**config.mk**
```make
export PLATFORM = sky130hd
export DESIGN_NAME = lbcs_bus
export DESIGN_NICKNAME = d
export VERILOG_FILES = /design/src/rtl/lbcs_pkg.sv /design/src/rtl/lbcs_sync.sv /design/src/rtl/lbcs_bus.sv
export SDC_FILE = /design/constraint.sdc
export NUM_CORES = 1
export LEC_CHECK = 0
export BUFFER_PORTS_ARGS = -buffer_cell sky130_fd_sc_hd__clkbuf_2
export CORE_ASPECT_RATIO = 1.75
export CORE_MARGIN = 2
export CORE_UTILIZATION = 30
export DETAILED_ROUTE_END_ITERATION = 7
export GPL_ROUTABILITY_DRIVEN = 1
export PLACE_DENSITY_LB_ADDON = 0.05
export SLEW_MARGIN = 5
export SYNTH_ARGS = -nofsm -noshare
export SYNTH_HDL_FRONTEND = slang
export SYNTH_SLANG_ARGS = --single-unit
export TNS_END_PERCENT = 50
```
**constraint.sdc**
```tcl
create_clock -name ref_clk -period 2.4 [get_ports ref_clk]
set_input_delay 0.36 -clock ref_clk [delete_from_list [all_inputs] [get_ports ref_clk]]
set_output_delay 0.36 -clock ref_clk [all_outputs]
set_load 0.05 [all_outputs]
```
**src/rtl/lbcs_pkg.sv**
```systemverilog
package lbcs_pkg;

	// ****************************************
	// Bus cycle status codes
	// ****************************************
	localparam logic [2:0] ST_INTA    = 3'h0;
	localparam logic [2:0] ST_IO_RD   = 3'h1;
	localparam logic [2:0] ST_IO_WR   = 3'h2;
	localparam logic [2:0] ST_HALT    = 3'h3;
	localparam logic [2:0] ST_FETCH   = 3'h4;
	localparam logic [2:0] ST_MEM_RD  = 3'h5;
	localparam logic [2:0] ST_MEM_WR  = 3'h6;
	localparam logic [2:0] ST_PASSIVE = 3'h7;

	// ****************************************
	// Reset and idle values, synchroniser width
	// ****************************************
	localparam logic [2:0] UPPER_STATUS_VAL = 3'h0;
	localparam logic       RST_ALE          = 1'h0;
	localparam logic       IDLE_BYTE_EN_N   = 1'h1;
	localparam int         SYNC_W           = 16;

	typedef enum logic [2:0] {
		K_INTA, K_IO_RD, K_IO_WR, K_HALT,
		K_FETCH, K_MEM_RD, K_MEM_WR, K_REFRESH
	} lbcs_kind_t;

	typedef enum logic [1:0] {
		W_WORD, W_EVEN, W_ODD
	} lbcs_width_t;

	typedef struct packed {
		lbcs_kind_t  kind;
		lbcs_width_t width;
		logic        dma;
		logic [19:0] addr;
		logic [15:0] wdata;
		logic [2:0]  cascade;
	} lbcs_req_t;

	function automatic logic [2:0] lbcs_status_code(input lbcs_kind_t k);
		case (k)
			K_INTA:    lbcs_status_code = ST_INTA;
			K_IO_RD:   lbcs_status_code = ST_IO_RD;
			K_IO_WR:   lbcs_status_code = ST_IO_WR;
			K_HALT:    lbcs_status_code = ST_HALT;
			K_FETCH:   lbcs_status_code = ST_FETCH;
			K_MEM_WR:  lbcs_status_code = ST_MEM_WR;
			default:   lbcs_status_code = ST_MEM_RD;
		endcase
	endfunction

	// Returns {address bit zero, upper byte enable (active low)}
	function automatic logic [1:0] lbcs_byte_code(input lbcs_req_t r);
		if (r.kind == K_REFRESH)
			lbcs_byte_code = 2'h3;
		else if (r.width == W_WORD)
			lbcs_byte_code = 2'h0;
		else if (r.width == W_EVEN)
			lbcs_byte_code = 2'h1;
		else
			lbcs_byte_code = 2'h2;
	endfunction

	function automatic logic lbcs_is_write(input lbcs_kind_t k);
		lbcs_is_write = (k == K_IO_WR) || (k == K_MEM_WR);
	endfunction

	function automatic logic lbcs_no_data(input lbcs_kind_t k);
		lbcs_no_data = (k == K_HALT) || (k == K_REFRESH);
	endfunction

endpackage

```
**src/rtl/lbcs_sync.sv**
```systemverilog
`timescale 1ns/1ns
`default_nettype none
module lbcs_sync #(
	parameter int W = 16
) (
	input  wire logic         ref_clk,
	input  wire logic         rstn,
	input  wire logic [W-1:0] d,
	output logic      [W-1:0] q
);
	logic [W-1:0] s1_ff;

	always_ff @(posedge ref_clk or negedge rstn) begin
		if (!rstn) begin
			s1_ff <= '0;
			q     <= '0;
		end else begin
			s1_ff <= d;
			q     <= s1_ff;
		end
	end
endmodule
`default_nettype wire

```
**src/rtl/lbcs_bus.sv**
```systemverilog
`timescale 1ns/1ns
`default_nettype none
module lbcs_bus import lbcs_pkg::*; #(
	parameter bit NARROW = 1'b0
) (
	input  wire logic        ref_clk,
	input  wire logic        rstn,
	input  wire logic        req_valid,
	input  var  lbcs_req_t   req,
	output logic             req_ready,
	output logic             done,
	output logic [15:0]      rd_data,
	output logic             addr19_status6_o,
	output logic             addr19_status6_oe,
	input  wire logic        addr19_status6_i,
	output logic [2:0]       upper_addr_status_o,
	output logic             upper_addr_status_oe,
	input  wire logic [2:0]  upper_addr_status_i,
	output logic [2:0]       top_muxed_addr_data_cascade_o,
	output logic             top_muxed_addr_data_cascade_oe,
	input  wire logic [2:0]  top_muxed_addr_data_cascade_i,
	output logic [12:0]      low_muxed_addr_data_o,
	output logic             low_muxed_addr_data_oe,
	input  wire logic [12:0] low_muxed_addr_data_i,
	output logic [2:0]       bus_cycle_status,
	output logic             ale,
	output logic             upper_byte_enable_n
);
	typedef enum logic [2:0] {S_IDLE, S_T1, S_T2, S_T3, S_TW, S_T4}
		lbcs_state_t;

	lbcs_state_t state_ff;
	lbcs_state_t nxt_state;
	lbcs_req_t   cur_ff;
	lbcs_req_t   nxt_cur;
	logic        accept;
	logic [15:0] pins_sync;
	logic [12:0] nxt_low;
	logic        nxt_low_oe;
	logic [2:0]  nxt_top;
	logic        nxt_top_oe;
	logic [2:0]  nxt_up;
	logic        nxt_s6;
	logic [2:0]  nxt_status;
	logic        nxt_ale;
	logic        nxt_bhe_n;
	logic [1:0]  code;

	// ****************************************
	// Cycle sequencer
	// ****************************************
	assign accept  = req_valid && req_ready;
	assign nxt_cur = accept ? req : cur_ff;

	always_comb begin
		nxt_state = state_ff;
		case (state_ff)
			S_IDLE:  nxt_state = accept ? S_T1 : S_IDLE;
			S_T1:    nxt_state = S_T2;
			S_T2:    nxt_state = S_T3;
			S_T3:    nxt_state = S_TW;
			S_TW:    nxt_state = S_T4;
			S_T4:    nxt_state = S_IDLE;
			default: nxt_state = S_IDLE;
		endcase
	end

	always_ff @(posedge ref_clk or negedge rstn) begin
		if (!rstn) begin
			state_ff  <= S_IDLE;
			cur_ff    <= '0;
			req_ready <= 1'b1;
		end else begin
			state_ff  <= nxt_state;
			cur_ff    <= nxt_cur;
			req_ready <= (nxt_state == S_IDLE);
		end
	end

	// ****************************************
	// Pin values for the coming state
	// ****************************************
	always_comb begin
		code       = lbcs_byte_code(nxt_cur);
		nxt_low    = '0;
		nxt_low_oe = 1'b0;
		nxt_top    = '0;
		nxt_top_oe = 1'b0;
		nxt_up     = UPPER_STATUS_VAL;
		nxt_s6     = 1'b0;
		nxt_status = ST_PASSIVE;
		nxt_ale    = 1'b0;
		nxt_bhe_n  = IDLE_BYTE_EN_N;
		if (nxt_state == S_T1) begin
			nxt_ale    = 1'b1;
			nxt_low    = nxt_cur.addr[12:0];
			nxt_low_oe = 1'b1;
			if (!NARROW)
				nxt_low[0] = code[1];
			nxt_top    = nxt_cur.addr[15:13];
			nxt_top_oe = 1'b1;
			nxt_up     = nxt_cur.addr[18:16];
			nxt_s6     = nxt_cur.addr[19];
		end else if (nxt_state != S_IDLE) begin
			// Status 6 tells an observer whose cycle this is
			nxt_s6 = nxt_cur.dma || (nxt_cur.kind == K_REFRESH);
			if (lbcs_is_write(nxt_cur.kind)) begin
				nxt_low    = nxt_cur.wdata[12:0];
				nxt_low_oe = 1'b1;
				nxt_top    = nxt_cur.wdata[15:13];
				nxt_top_oe = 1'b1;
			end
		end
		// Status is withdrawn at T3 so the next code edge is seen cleanly
		if (nxt_state == S_T1 || nxt_state == S_T2)
			nxt_status = lbcs_status_code(nxt_cur.kind);
		if (nxt_state != S_IDLE) begin
			if (NARROW) begin
				// Dedicated address pins, never carrying data; bits 12:8 share the enable and float with bits 7:0 after T1 in reads
				nxt_low[12:8] = nxt_cur.addr[12:8];
				nxt_top       = nxt_cur.addr[15:13];
				nxt_top_oe    = 1'b1;
				if (!lbcs_is_write(nxt_cur.kind) && nxt_state != S_T1)
					nxt_low[7:0] = 8'h00;
				nxt_low_oe = nxt_low_oe || 1'b1;
				if (!lbcs_is_write(nxt_cur.kind) && nxt_state != S_T1)
					nxt_low_oe = 1'b0;
				nxt_bhe_n = (nxt_cur.kind != K_REFRESH);
			end else begin
				nxt_bhe_n = code[0];
			end
			if (nxt_cur.kind == K_INTA) begin
				nxt_top    = nxt_cur.cascade;
				nxt_top_oe = 1'b1;
			end
		end
	end

	// ****************************************
	// Output flops
	// ****************************************
	// Upper pins float under reset: they are test inputs then
	always_ff @(posedge ref_clk or negedge rstn) begin
		if (!rstn) begin
			upper_addr_status_oe <= 1'b0;
			addr19_status6_oe    <= 1'b0;
			upper_addr_status_o  <= UPPER_STATUS_VAL;
			addr19_status6_o     <= 1'b0;
		end else begin
			upper_addr_status_oe <= 1'b1;
			addr19_status6_oe    <= 1'b1;
			upper_addr_status_o  <= nxt_up;
			addr19_status6_o     <= nxt_s6;
		end
	end

	always_ff @(posedge ref_clk or negedge rstn) begin
		if (!rstn) begin
			low_muxed_addr_data_o          <= '0;
			low_muxed_addr_data_oe         <= 1'b0;
			top_muxed_addr_data_cascade_o  <= '0;
			top_muxed_addr_data_cascade_oe <= 1'b0;
		end else begin
			low_muxed_addr_data_o          <= nxt_low;
			low_muxed_addr_data_oe         <= nxt_low_oe;
			top_muxed_addr_data_cascade_o  <= nxt_top;
			top_muxed_addr_data_cascade_oe <= nxt_top_oe;
		end
	end

	always_ff @(posedge ref_clk or negedge rstn) begin
		if (!rstn) begin
			bus_cycle_status    <= ST_PASSIVE;
			ale                 <= RST_ALE;
			upper_byte_enable_n <= IDLE_BYTE_EN_N;
		end else begin
			bus_cycle_status    <= nxt_status;
			ale                 <= nxt_ale;
			upper_byte_enable_n <= nxt_bhe_n;
		end
	end

	// ****************************************
	// Read data return
	// ****************************************
	// Pins are resynchronised; the extra wait state covers that latency
	lbcs_sync #(.W(SYNC_W)) u_sync (
		.ref_clk (ref_clk),
		.rstn    (rstn),
		.d       ({top_muxed_addr_data_cascade_i, low_muxed_addr_data_i}),
		.q       (pins_sync)
	);

	always_ff @(posedge ref_clk or negedge rstn) begin
		if (!rstn) begin
			done    <= 1'b0;
			rd_data <= '0;
		end else begin
			done <= (state_ff == S_T4);
			if (state_ff == S_T4 && !lbcs_is_write(cur_ff.kind)
			    && !lbcs_no_data(cur_ff.kind))
				rd_data <= NARROW ? {8'h00, pins_sync[7:0]} : pins_sync;
		end
	end

	// ****************************************
	// Checks
	// ****************************************
	logic busy;
	assign busy = (state_ff != S_IDLE);

	a_ale_pulse: assert property (@(posedge ref_clk) disable iff (!rstn)
		ale |=> !ale [*4]) else $error("strobe longer than one state");
	a_status_idle: assert property (@(posedge ref_clk) disable iff (!rstn)
		!busy |-> bus_cycle_status == ST_PASSIVE)
		else $error("status not passive while idle");
	a_status_code: assert property (@(posedge ref_clk) disable iff (!rstn)
		accept |=> bus_cycle_status == lbcs_status_code($past(req.kind))
		##1 bus_cycle_status == lbcs_status_code(cur_ff.kind)
		##1 bus_cycle_status == ST_PASSIVE)
		else $error("wrong cycle status code");
	a_upper_addr: assert property (@(posedge ref_clk) disable iff (!rstn)
		accept |=> upper_addr_status_o == $past(req.addr[18:16])
		##1 upper_addr_status_o == UPPER_STATUS_VAL [*2])
		else $error("upper pins wrong address or status");
	a_status_six: assert property (@(posedge ref_clk) disable iff (!rstn)
		(state_ff == S_T2) |-> addr19_status6_o ==
		(cur_ff.dma || cur_ff.kind == K_REFRESH))
		else $error("status six wrong");
	a_low_addr: assert property (@(posedge ref_clk) disable iff (!rstn)
		accept |=> low_muxed_addr_data_oe &&
		low_muxed_addr_data_o[7:1] == $past(req.addr[7:1]) && ale)
		else $error("low address not presented");
	a_write_data: assert property (@(posedge ref_clk) disable iff (!rstn)
		(state_ff == S_T2 && lbcs_is_write(cur_ff.kind) && !NARROW &&
		cur_ff.kind != K_INTA) |-> top_muxed_addr_data_cascade_o ==
		cur_ff.wdata[15:13] && low_muxed_addr_data_o == cur_ff.wdata[12:0])
		else $error("write data not on bus");
	a_cascade: assert property (@(posedge ref_clk) disable iff (!rstn)
		(busy && cur_ff.kind == K_INTA) |-> top_muxed_addr_data_cascade_oe
		&& top_muxed_addr_data_cascade_o == cur_ff.cascade)
		else $error("cascade address missing");
	a_mid_hold: assert property (@(posedge ref_clk) disable iff (!rstn)
		(NARROW && busy) |-> low_muxed_addr_data_o[12:8] ==
		cur_ff.addr[12:8]) else $error("middle address not held");
	a_byte_code: assert property (@(posedge ref_clk) disable iff (!rstn)
		(!NARROW && state_ff == S_T1) |-> {low_muxed_addr_data_o[0],
		upper_byte_enable_n} == lbcs_byte_code(cur_ff))
		else $error("byte code wrong");
	a_upper_half: assert property (@(posedge ref_clk) disable iff (!rstn)
		(!NARROW && busy && cur_ff.kind != K_REFRESH &&
		cur_ff.width != W_EVEN) |-> !upper_byte_enable_n)
		else $error("upper byte enable not low");
	a_refresh_pin: assert property (@(posedge ref_clk) disable iff (!rstn)
		(NARROW && busy) |-> upper_byte_enable_n ==
		(cur_ff.kind != K_REFRESH)) else $error("refresh pin wrong");

	c_inta: cover property (@(posedge ref_clk) disable iff (!rstn)
		accept && req.kind == K_INTA ##5 done);
	c_write: cover property (@(posedge ref_clk) disable iff (!rstn)
		accept && req.kind == K_MEM_WR ##5 done);
	c_refresh: cover property (@(posedge ref_clk) disable iff (!rstn)
		accept && req.kind == K_REFRESH);
	c_back: cover property (@(posedge ref_clk) disable iff (!rstn)
		done ##0 accept);
endmodule
`default_nettype wire

```
==> qor.yml, run 1 <==
drt_iter0_markers: 57
p_int_uw: 5650
slowest_stage: "dfstp_2"
seqPwrFrac_pct: 34.4
ant_nets: 0
hold_ws_ns: 0.0603
grt_overflow: 0
synth.top_cell.area_share_pct: 66.6
syn_inst: 301
first_global_vias: 3034
switchingPower_uw: 3370
hold_path.class: "input pin to flip-flop"
synth_area_per_cell_um2: 14.5
vias_per_cell: 4.43
finalCritPeriodShare_pct: 79.3
clk_latency_ns: 0.40
synthesis.area_um2: 4360
timing.critical_path.fanout_max: 20
powerDensity_nw_per_um2: 1570
hold_end: "u_sync.s1_ff[15]"
area_growth_pct: 32.0
die_y_um: 164
rsz0062_at_grt: "no"
portBuffers: 109
setup_viol: 0
ios: 115
grt_max_degree: 53
holdPathStages: 1
hold_start: "top_muxed_addr_data_cascade_i[2]"
period_needed_ns: 1.90
firstDrtPassIters: 4
initial_core_util_pct: 30.5
num_rows: 58
arrival_ns: 2.16
combPwrFrac_pct: 35.5
start_kind: "flip-flop"
synthDistinctLibCells: 42
reg2reg_from: "req_ready"
swShare_pct: 37.4
via_count: 2717
placeableCoreArea_um2: 14300
ir_drop_uv: 643
r2r_slack_ns: 0.50
rr_endpoint: "top_muxed_addr_data_cascade_oe"
required_ns: 2.66
cp_cell_sequence: "nand2_2 > o21ai_0 > or2_1 > o311ai_1"
die_x_um: 95.2
synth-seq-area-share_pct: 69.6
cts-buffers-inserted: 17
p_leak_uw: 0.00282
drcViolationCount: 0
synth_nets: 369
setup_tns_ns: 0
ys_warn_count: 0
power.total_uw: 9020
critPathKind: "flip-flop to flip-flop"
r2r_cells: 4
cts_tree: "built"
num_antenna_cells: 0
grt_pass1_wl_um: 15500
wirelength_um: 9460
grt_use_total_pct: 13.2
max_freq_ghz: 0.525
clkSinkCount: 121
yosys-top-cells-area: "dfrtp_1 67%, mux2_2 11%, mux2_4 3.8%"
status: "completed"
clk_pin_slew_ns: 0.06
hold_buffers: 1
synth-main-ff-cell: "dfrtp_1"
max_stage_delay_ns: 0.57
drive_gt1_share_pct: 48.8
skew_ns: 0.00634
cts_buffer_depth: 2
ctsResizeCount: 0
setup_slack_ns: 0.496
place_ws_ns: 0.451
die_area_um2: 15600
fill_cells: 1400
async_flop_share_pct: 100
maxCapViolCount: 0
final_nets: 490
p_clk_share_pct: 30.1
routedWlPerCell_um: 15.4
cts_setup_buffers: 0
cts-htree-levels: 4
grt_antenna_before_repair: 0
finalHoldViolCount: 0
slew_violations: 0
place.gp.congestion: 0.728
dp_hpwl_um: 6550
end_kind: "flip-flop"
synth-seq-cells: 121
cts-root-buf: "clkbuf_16"
synth_edf_count: 0
yosys.area.top_type: "dfrtp_1"
registers in the layout (all words and copies together) (netlist names):
register,cells
upper_byte_enable_n,1
addr19_status6_o,1
cur_ff,40
upper_addr_status_o,3
top_muxed_addr_data_cascade_o,3
rd_data,16
low_muxed_addr_data_oe,1
u_sync.s1_ff,16
ale,1
req_ready,1
upper_addr_status_oe,1
state_ff,3
top_muxed_addr_data_cascade_oe,1
low_muxed_addr_data_o,13
u_sync.q,16
bus_cycle_status,3
done,1
layout by cell type (no fill, tap or decap), types with 4 or more instances in the layout:
cell type | netlist | layout
buf_4 | 4 | 9
bufinv_16 | 0 | 4
clkbuf_16 | 0 | 17
clkbuf_2 | 1 | 108
dfrtp_1 | 116 | 116
dfstp_2 | 5 | 5
mux2_2 | 42 | 42
mux2_4 | 11 | 11
nand2_1 | 43 | 42
nand3_1 | 17 | 17
nor2_1 | 5 | 5
nor3_1 | 5 | 5
o21ai_0 | 4 | 4
critical path: cells and delay by family (launching register included):
family	cells	cell delay, ns
compound gates	2	0.64
flops	1	0.57
simple gates	2	0.56
area by class of cell:
cell class | instances | area [um^2] | share of cell area (%)
Clock inverter | 11 | 169 | 2.93
Sequential cell | 121 | 3030 | 52.7
Timing Repair Buffer | 120 | 658 | 11.4
Inverter | 1 | 3.75 | 0.0652
Clock buffer | 20 | 467 | 8.11
Tap cell | 180 | 225 | 3.91
Multi-Input combinational cell | 161 | 1200 | 20.9
cell families after synthesis:
logic type / count (synthesis) / share of synthesized area [%]
flops: 121 / 69.6
simple gates: 84 / 9.04
mux: 53 / 14.6
compound gates: 22 / 3.53
buf+inv: 19 / 2.95
xor+xnor: 1 / 0.201
other cells: 1 / 0.0860
through the flow:
| step | cells | instance area, um^2 | util (%) |
|---|---|---|---|
| final | 614 | 5760 | 40.3 |
| after detailed placement | 582 | 5110 | 35.8 |
| after global routing | 614 | 5760 | 40.3 |
| after floorplan | 301 | 4360 | - |
| after global placement | 582 | 5110 | 35.8 |
| after CTS | 614 | 5760 | 40.3 |
layer usage:
metal	global-route usage (%)	part of all wire (%)	vias to the layer above
li1	-	-	1267
met1	15.3	41	1372
met2	22.3	54	71
met3	4.15	4.3	7
met4	5.34	1.1	0
met5	0	0	-
how the worst max path moves through the flow:
stage | startpoint | endpoint | slack (ns) | cells past startpoint
after floorplan | req_ready | low_muxed_addr_data_o[0] | 0.59 | 5
after global placement | req_ready | top_muxed_addr_data_cascade_oe | 0.48 | 4
after detailed placement | req_ready | top_muxed_addr_data_cascade_oe | 0.45 | 4
after CTS | req_ready | top_muxed_addr_data_cascade_oe | 0.43 | 4
after global routing | req_ready | top_muxed_addr_data_cascade_oe | 0.28 | 4
final | req_ready | top_muxed_addr_data_cascade_oe | 0.50 | 4
synthesized netlist by cell type (2+ instances only):
library cell,n
a21oi_1,3
a31oi_1,3
and2_1,2
and3_1,3
buf_2,8
buf_4,4
buf_6,2
clkbuf_1,2
dfrtp_1,116
dfstp_2,5
mux2_2,42
mux2_4,11
nand2_1,43
nand3_1,17
nor2_1,5
nor2b_1,2
nor3_1,5
o21ai_0,4
power by group through the flow:
stage	Combinational, uW	Sequential, uW	Clock [uW]
floorplan	1390	4190	0
global placement	3230	3120	0
detailed placement	3250	3150	0
CTS	3260	3120	2800
global route	3470	3200	2890
finish	3200	3110	2710
Power figures use the tool's default switching activity.
==> inputs of run 2 (changes only) <==
==> constraint.sdc (replaced) <==
create_clock -name ref_clk -period 1.6 [get_ports ref_clk]
set_input_delay 0.24 -clock ref_clk [delete_from_list [all_inputs] [get_ports ref_clk]]
set_output_delay 0.24 -clock ref_clk [all_outputs]
set_load 0.05 [all_outputs]
==> run 2 against run 1 <==
Compared with the run above: cell area grew 5.8%; setup slack lost 0.49 ns; total power grew 52%; via count grew 3.2%; fmax grew 19%; cell count grew 5.5%; non-clock buffer count grew 33; combinational power grew 65%; clock power grew 41%; routed wire length grew 2.3%; critical path type unchanged; critical endpoint is now low_muxed_addr_data_o[0]; largest cell class unchanged.
==> qor.yml, run 2 (synthesized netlist as in run 1, its figures left out) <==
cts_tree: "built"
ios: 115
cp_top_family: "flip-flops"
vias_per_cell: 4.33
first_global_vias: 3091
end_kind: "flip-flop"
finalHoldViolCount: 0
power.total_uw: 13700
clkSinkCount: 121
num_rows: 58
cts-buffers-inserted: 17
drcViolationCount: 0
grt_max_degree: 40
final_nets: 523
setup_slack_ns: 0.00603
fin_util_pct: 42.6
slowest_stage: "dfstp_2"
slew_violations: 0
largest_reg_flops: 40
cts-htree-levels: 4
place_ws_ns: -0.0755
firstDrtPassIters: 4
arrival_ns: 1.88
initial_core_util_pct: 30.5
grt_pass1_wl_um: 15400
die_y_um: 164
grt_overflow: 0
ir_drop_uv: 785
hold_ws_ns: 0.0709
portBuffers: 109
die_area_um2: 15600
layout_commonest_cell: "dfrtp_1"
maxCapViolCount: 0
max_freq_ghz: 0.627
start_kind: "flip-flop"
setup_viol: 0
required_ns: 1.89
clk_latency_ns: 0.40
routedWlPerCell_um: 14.9
critPathKind: "flip-flop to flip-flop"
via_count: 2803
die_x_um: 95.2
num_antenna_cells: 0
skew_ns: 0.00848
powerDensity_nw_per_um2: 2250
drive_gt1_share_pct: 49.6
place.gp.congestion: 0.731
register_area_um2: 3030
wirelength_um: 9670
drt_iter0_markers: 45
cts-root-buf: "clkbuf_16"
crit_buf_inv: 0
cp_cell_sequence: "and2_4 > mux2_4 > a21o_1 > a32o_1"
rsz0062_at_grt: "yes"
hold_path.class: "input pin to flip-flop"
ant_nets: 0
grt_use_total_pct: 13.3
cts_buffer_depth: 2
dp_hpwl_um: 6770
final_cell_mix: "116 x dfrtp_1, 108 x clkbuf_2, 42 x mux2_2, 42 x nand2_1, 20 x buf_4"
p_leak_uw: 0.00298
fill_cells: 1347
placeableCoreArea_um2: 14300
max_stage_delay_ns: 0.58
clk_pin_slew_ns: 0.06
finalCritPeriodShare_pct: 99.6
period_needed_ns: 1.59
status: "completed"
multi_input_area_um2: 1210
largest_register: "cur_ff"
setup_tns_ns: 0
timing.critical_path.fanout_max: 6
area_growth_pct: 39.6
grt_antenna_before_repair: 0
[run 2: changes by cell type in the layout (fill, tap and decap cells not counted), moves of 2 or more]
| cell | change |
|---|---|
| buf_4 | +11 |
| clkinv_2 | -3 |
| clkinvlp_4 | +2 |
| inv_6 | +5 |
| dlygate4sd3_1 | +16 |
| buf_12 | +5 |
| bufinv_16 | -2 |
| clkbuf_8 | -2 |
[run 2: repair_timing]
action	4_1_cts	5_1_grt
endpoints found under the setup margin	17	7
pin swaps	0	1
hold buffers	17	0
resized for setup	4	2
hold endpoints to repair	41	0
setup buffers	1	2
[run 2: metrics by stage]
| step | instance area, um^2 | cells |
|---|---|---|
| 3_3_place_gp | 5280 | 596 |
| 6_report | 6090 | 648 |
| 5_1_grt | 6090 | 648 |
| 3_5_place_dp | 5280 | 596 |
| 2_1_floorplan | 4370 | 301 |
| 4_1_cts | 6070 | 646 |
[run 2: area by class of cell]
cell class,instances,share of cell area [%]
multi-input cells,161,19.9
clock inverters,14,2.65
well taps,180,3.70
repair buffers,153,16.6
clock buffers,18,7.21
flip-flops and latches,121,49.8
inverters,1,0.0616
[run 2: routing by layer]
layer | vias to the layer above | wire (um) | track usage (%)
met5 | - | 0 | 0
met4 | 0 | 189 | 5.73
met3 | 11 | 432 | 4.06
met2 | 68 | 5200 | 22.7
met1 | 1390 | 3860 | 15.1
li1 | 1334 | - | -
[run 2: worst reg2reg max path, cell delays in order, from the launching register on]
cell     delay (ns)
dfstp_2        0.58
and2_4         0.19
mux2_4         0.34
a21o_1         0.17
a32o_1         0.20
[run 2: worst paths after layout]
| kind | startpoint | to | slack [ns] | cells past startpoint |
|---|---|---|---|---|
| hold / removal | req[37] | upper_addr_status_o[2] | 0.07 | 2 |
| hold reg to reg | u_sync.s1_ff[10] | u_sync.q[10] | 0.35 | 0 |
| setup / recovery | req_ready | low_muxed_addr_data_o[0] | 0.006 | 4 |
| max in group asynchronous | rstn | upper_byte_enable_n | 0.62 | 3 |
| setup reg to reg | req_ready | low_muxed_addr_data_o[0] | 0.006 | 4 |
| min in group asynchronous | rstn | cur_ff[11] | 0.35 | 2 |
[run 2: report_power, final]
part | switching [uW] | internal [uW]
clock | 1460 | 2370
combinational | 3380 | 1890
sequential | 406 | 4190
total | 5250 | 8450
==> inputs of run 3 (changes only) <==
--- a/config.mk
+++ b/config.mk
@@ -9,11 +9,13 @@
 export CORE_ASPECT_RATIO = 1.75
 export CORE_MARGIN = 2
 export CORE_UTILIZATION = 30
+export CTS_BUF_LIST = sky130_fd_sc_hd__clkbuf_2
 export DETAILED_ROUTE_END_ITERATION = 7
 export GPL_ROUTABILITY_DRIVEN = 1
 export PLACE_DENSITY_LB_ADDON = 0.05
 export SLEW_MARGIN = 5
 export SYNTH_ARGS = -nofsm -noshare
 export SYNTH_HDL_FRONTEND = slang
+export SYNTH_HIERARCHICAL = 1
 export SYNTH_SLANG_ARGS = --single-unit
 export TNS_END_PERCENT = 50
==> run 3 against run 2 <==
Compared with the run above: the run now ends with setup timing left; utilization up 4.5 points; clock power shrank 46%; non-clock buffer count rose by 57.
==> qor.yml, run 3 <==
finalCritPeriodShare_pct: 102
first_global_vias: 3266
wirelength_um: 10600
synth-seq-area-share_pct: 69.1
die_area_um2: 15700
clk_pin_slew_ns: 0.21
final_cell_mix: "113 x dfrtp_1, 78 x clkbuf_2, 61 x dlygate4sd3_1"
ys_warn_count: 6
grt_max_degree: 38
synth-main-ff-cell: "dfrtp_1"
power.total_uw: 13300
maxCapViolCount: 0
synthDistinctLibCells: 41
drcViolationCount: 0
placeableCoreArea_um2: 14400
cts-htree-levels: 4
final_nets: 581
r2r_slack_ns: -0.04
yosys-top-cells-area: "dfrtp_1 66%, mux2_2 5.9%, mux2_1 4.9%"
dp_hpwl_um: 6760
num_rows: 58
p_clk_share_pct: 15.6
rsz0062_at_grt: "yes"
switchingPower_uw: 5290
grt_pass1_wl_um: 16300
powerDensity_nw_per_um2: 1960
slew_violations: 0
area_growth_pct: 54.2
synth_edf_count: 0
drt_iter0_markers: 74
synth_nets: 369
final_cells: 707
cp-endpoint: "low_muxed_addr_data_o[0]"
firstDrtPassIters: 6
reg2reg_from: "req_ready"
multi_input_area_um2: 1310
largest_register: "cur_ff"
fill_cells: 1362
seqPwrFrac_pct: 35.2
die_x_um: 95.4
vias_per_cell: 4.33
cts-buffers-inserted: 17
clkSinkCount: 121
grt_overflow: 0
grt_use_total_pct: 14.0
cts_buffer_depth: 2
layout_commonest_cell: "dfrtp_1"
register_area_um2: 3040
routedWlPerCell_um: 15.0
async_flop_share_pct: 100
ir_drop_uv: 806
stdcell_area_um2: 6770
place.gp.congestion: 0.732
cts-root-buf: "clkbuf_2"
skew_ns: 0.0304
dpl-instance-area_um2: 5280
synthesis.area_um2: 4390
max_freq_ghz: 0.610
clk_latency_ns: 0.64
synth.top_cell.area_share_pct: 66.1
period_needed_ns: 1.64
synthTopCellsByCount: "116 x dfrtp_1, 43 x nand2_1, 23 x mux2_2"
violations: "setup timing"
arrival_ns: 2.17
rr_endpoint: "low_muxed_addr_data_o[0]"
synth-seq-cells: 121
timing.critical_path.fanout_max: 5
status: "complete, but fails checks"
start_kind: "flip-flop"
finalHoldViolCount: 0
post-place-cells: 596
crit_start: "req_ready"
drive_gt1_share_pct: 46.2
ios: 115
setup_viol: 7
cts_tree: "built"
critPathKind: "flip-flop to flip-flop"
die_y_um: 164
yosys.area.top_type: "dfrtp_1"
largest_reg_flops: 40
combPwrFrac_pct: 49.2
hold_path.class: "input pin to async pin"
initial_core_util_pct: 30.5
required_ns: 2.13
ant_nets: 0
p_leak_uw: 0.00324
fin_util_pct: 47.1
via_count: 3064
r2r_cells: 4
place_ws_ns: -0.0811
syn_inst: 301
swShare_pct: 39.8
portBuffers: 109
end_kind: "flip-flop"
yosysMostFrequentCell: "dfrtp_1"
synth_area_per_cell_um2: 14.6
grt_antenna_before_repair: 1
p_int_uw: 8010
setup_slack_ns: -0.0395
run 3: changes by cell type after synthesis, sizes merged:
| cell | before | now |
|---|---|---|
| buf | 15 | 16 |
| clkbuf | 3 | 2 |
run 3: cell type report:
class                   count  area share (%)
clock inverters            15            2.59
clock buffers              17            1.26
multi-input cells         162            19.3
well taps                 180            3.33
inverters                   1          0.0554
repair buffers            210            28.5
flip-flops and latches    121            44.9
diodes                      1          0.0370
run 3: power groups by stage:
stage | Sequential [uW] | Combinational (uW) | Clock (uW)
floorplan | 6290 | 2110 | 0
global placement | 4630 | 5170 | 0
detailed placement | 4660 | 5200 | 0
CTS | 4640 | 6080 | 2190
global route | 4810 | 6970 | 2310
finish | 4690 | 6540 | 2070
run 3: through the flow:
step | TNS, ns | hold WS, ns
2_1_floorplan | -2.07 | -0.0556
3_3_place_gp | -0.123 | 0.196
3_5_place_dp | -0.486 | 0.201
4_1_cts | -0.727 | 0.0266
5_1_grt | -1.79 | 0.0399
6_report | -0.124 | 0.131
run 3: worst min path at each step:
stage	start	slack, ns	cells past startpoint	endpoint
after global placement	rstn	0.20	1	rd_data[14]
final	rstn	0.13	3	rd_data[14]
after CTS	req_valid	0.03	3	cur_ff[39]
after detailed placement	rstn	0.20	1	rd_data[14]
after floorplan	rstn	-0.06	0	addr19_status6_o
after global routing	rstn	0.04	3	rd_data[14]
run 3: critical path, cell delays in order (launching register included):
cell	delay (ns)
dfstp_2	0.60
and2_2	0.24
mux2_4	0.35
a21o_1	0.17
a32o_1	0.19
run 3: layer usage:
layer | track usage [%] | wire length (um) | up-vias
met3 | 3.99 | 431 | 12
li1 | - | - | 1452
met5 | 0 | 0 | -
met4 | 5.97 | 157 | 0
met1 | 15.9 | 4320 | 1528
met2 | 24.1 | 5690 | 72
run 3: what timing repair did:
action                                  CTS  global route
gates resized for setup                  70            71
endpoints found under the hold margin   195             0
hold buffers                             62             0
gates cloned                              0             3
endpoints found under the setup margin   60            70
pin swaps                                 2             2
buffers inserted                          6             7
run 3: kinds of logic after synthesis:
group	after synthesis	share of synthesized area [%]
mux	53	14.5
xor+xnor	1	0.200
flops	121	69.1
simple gates	84	9.26
compound gates	22	3.68
other cells	1	0.0854
buf+inv	19	3.11
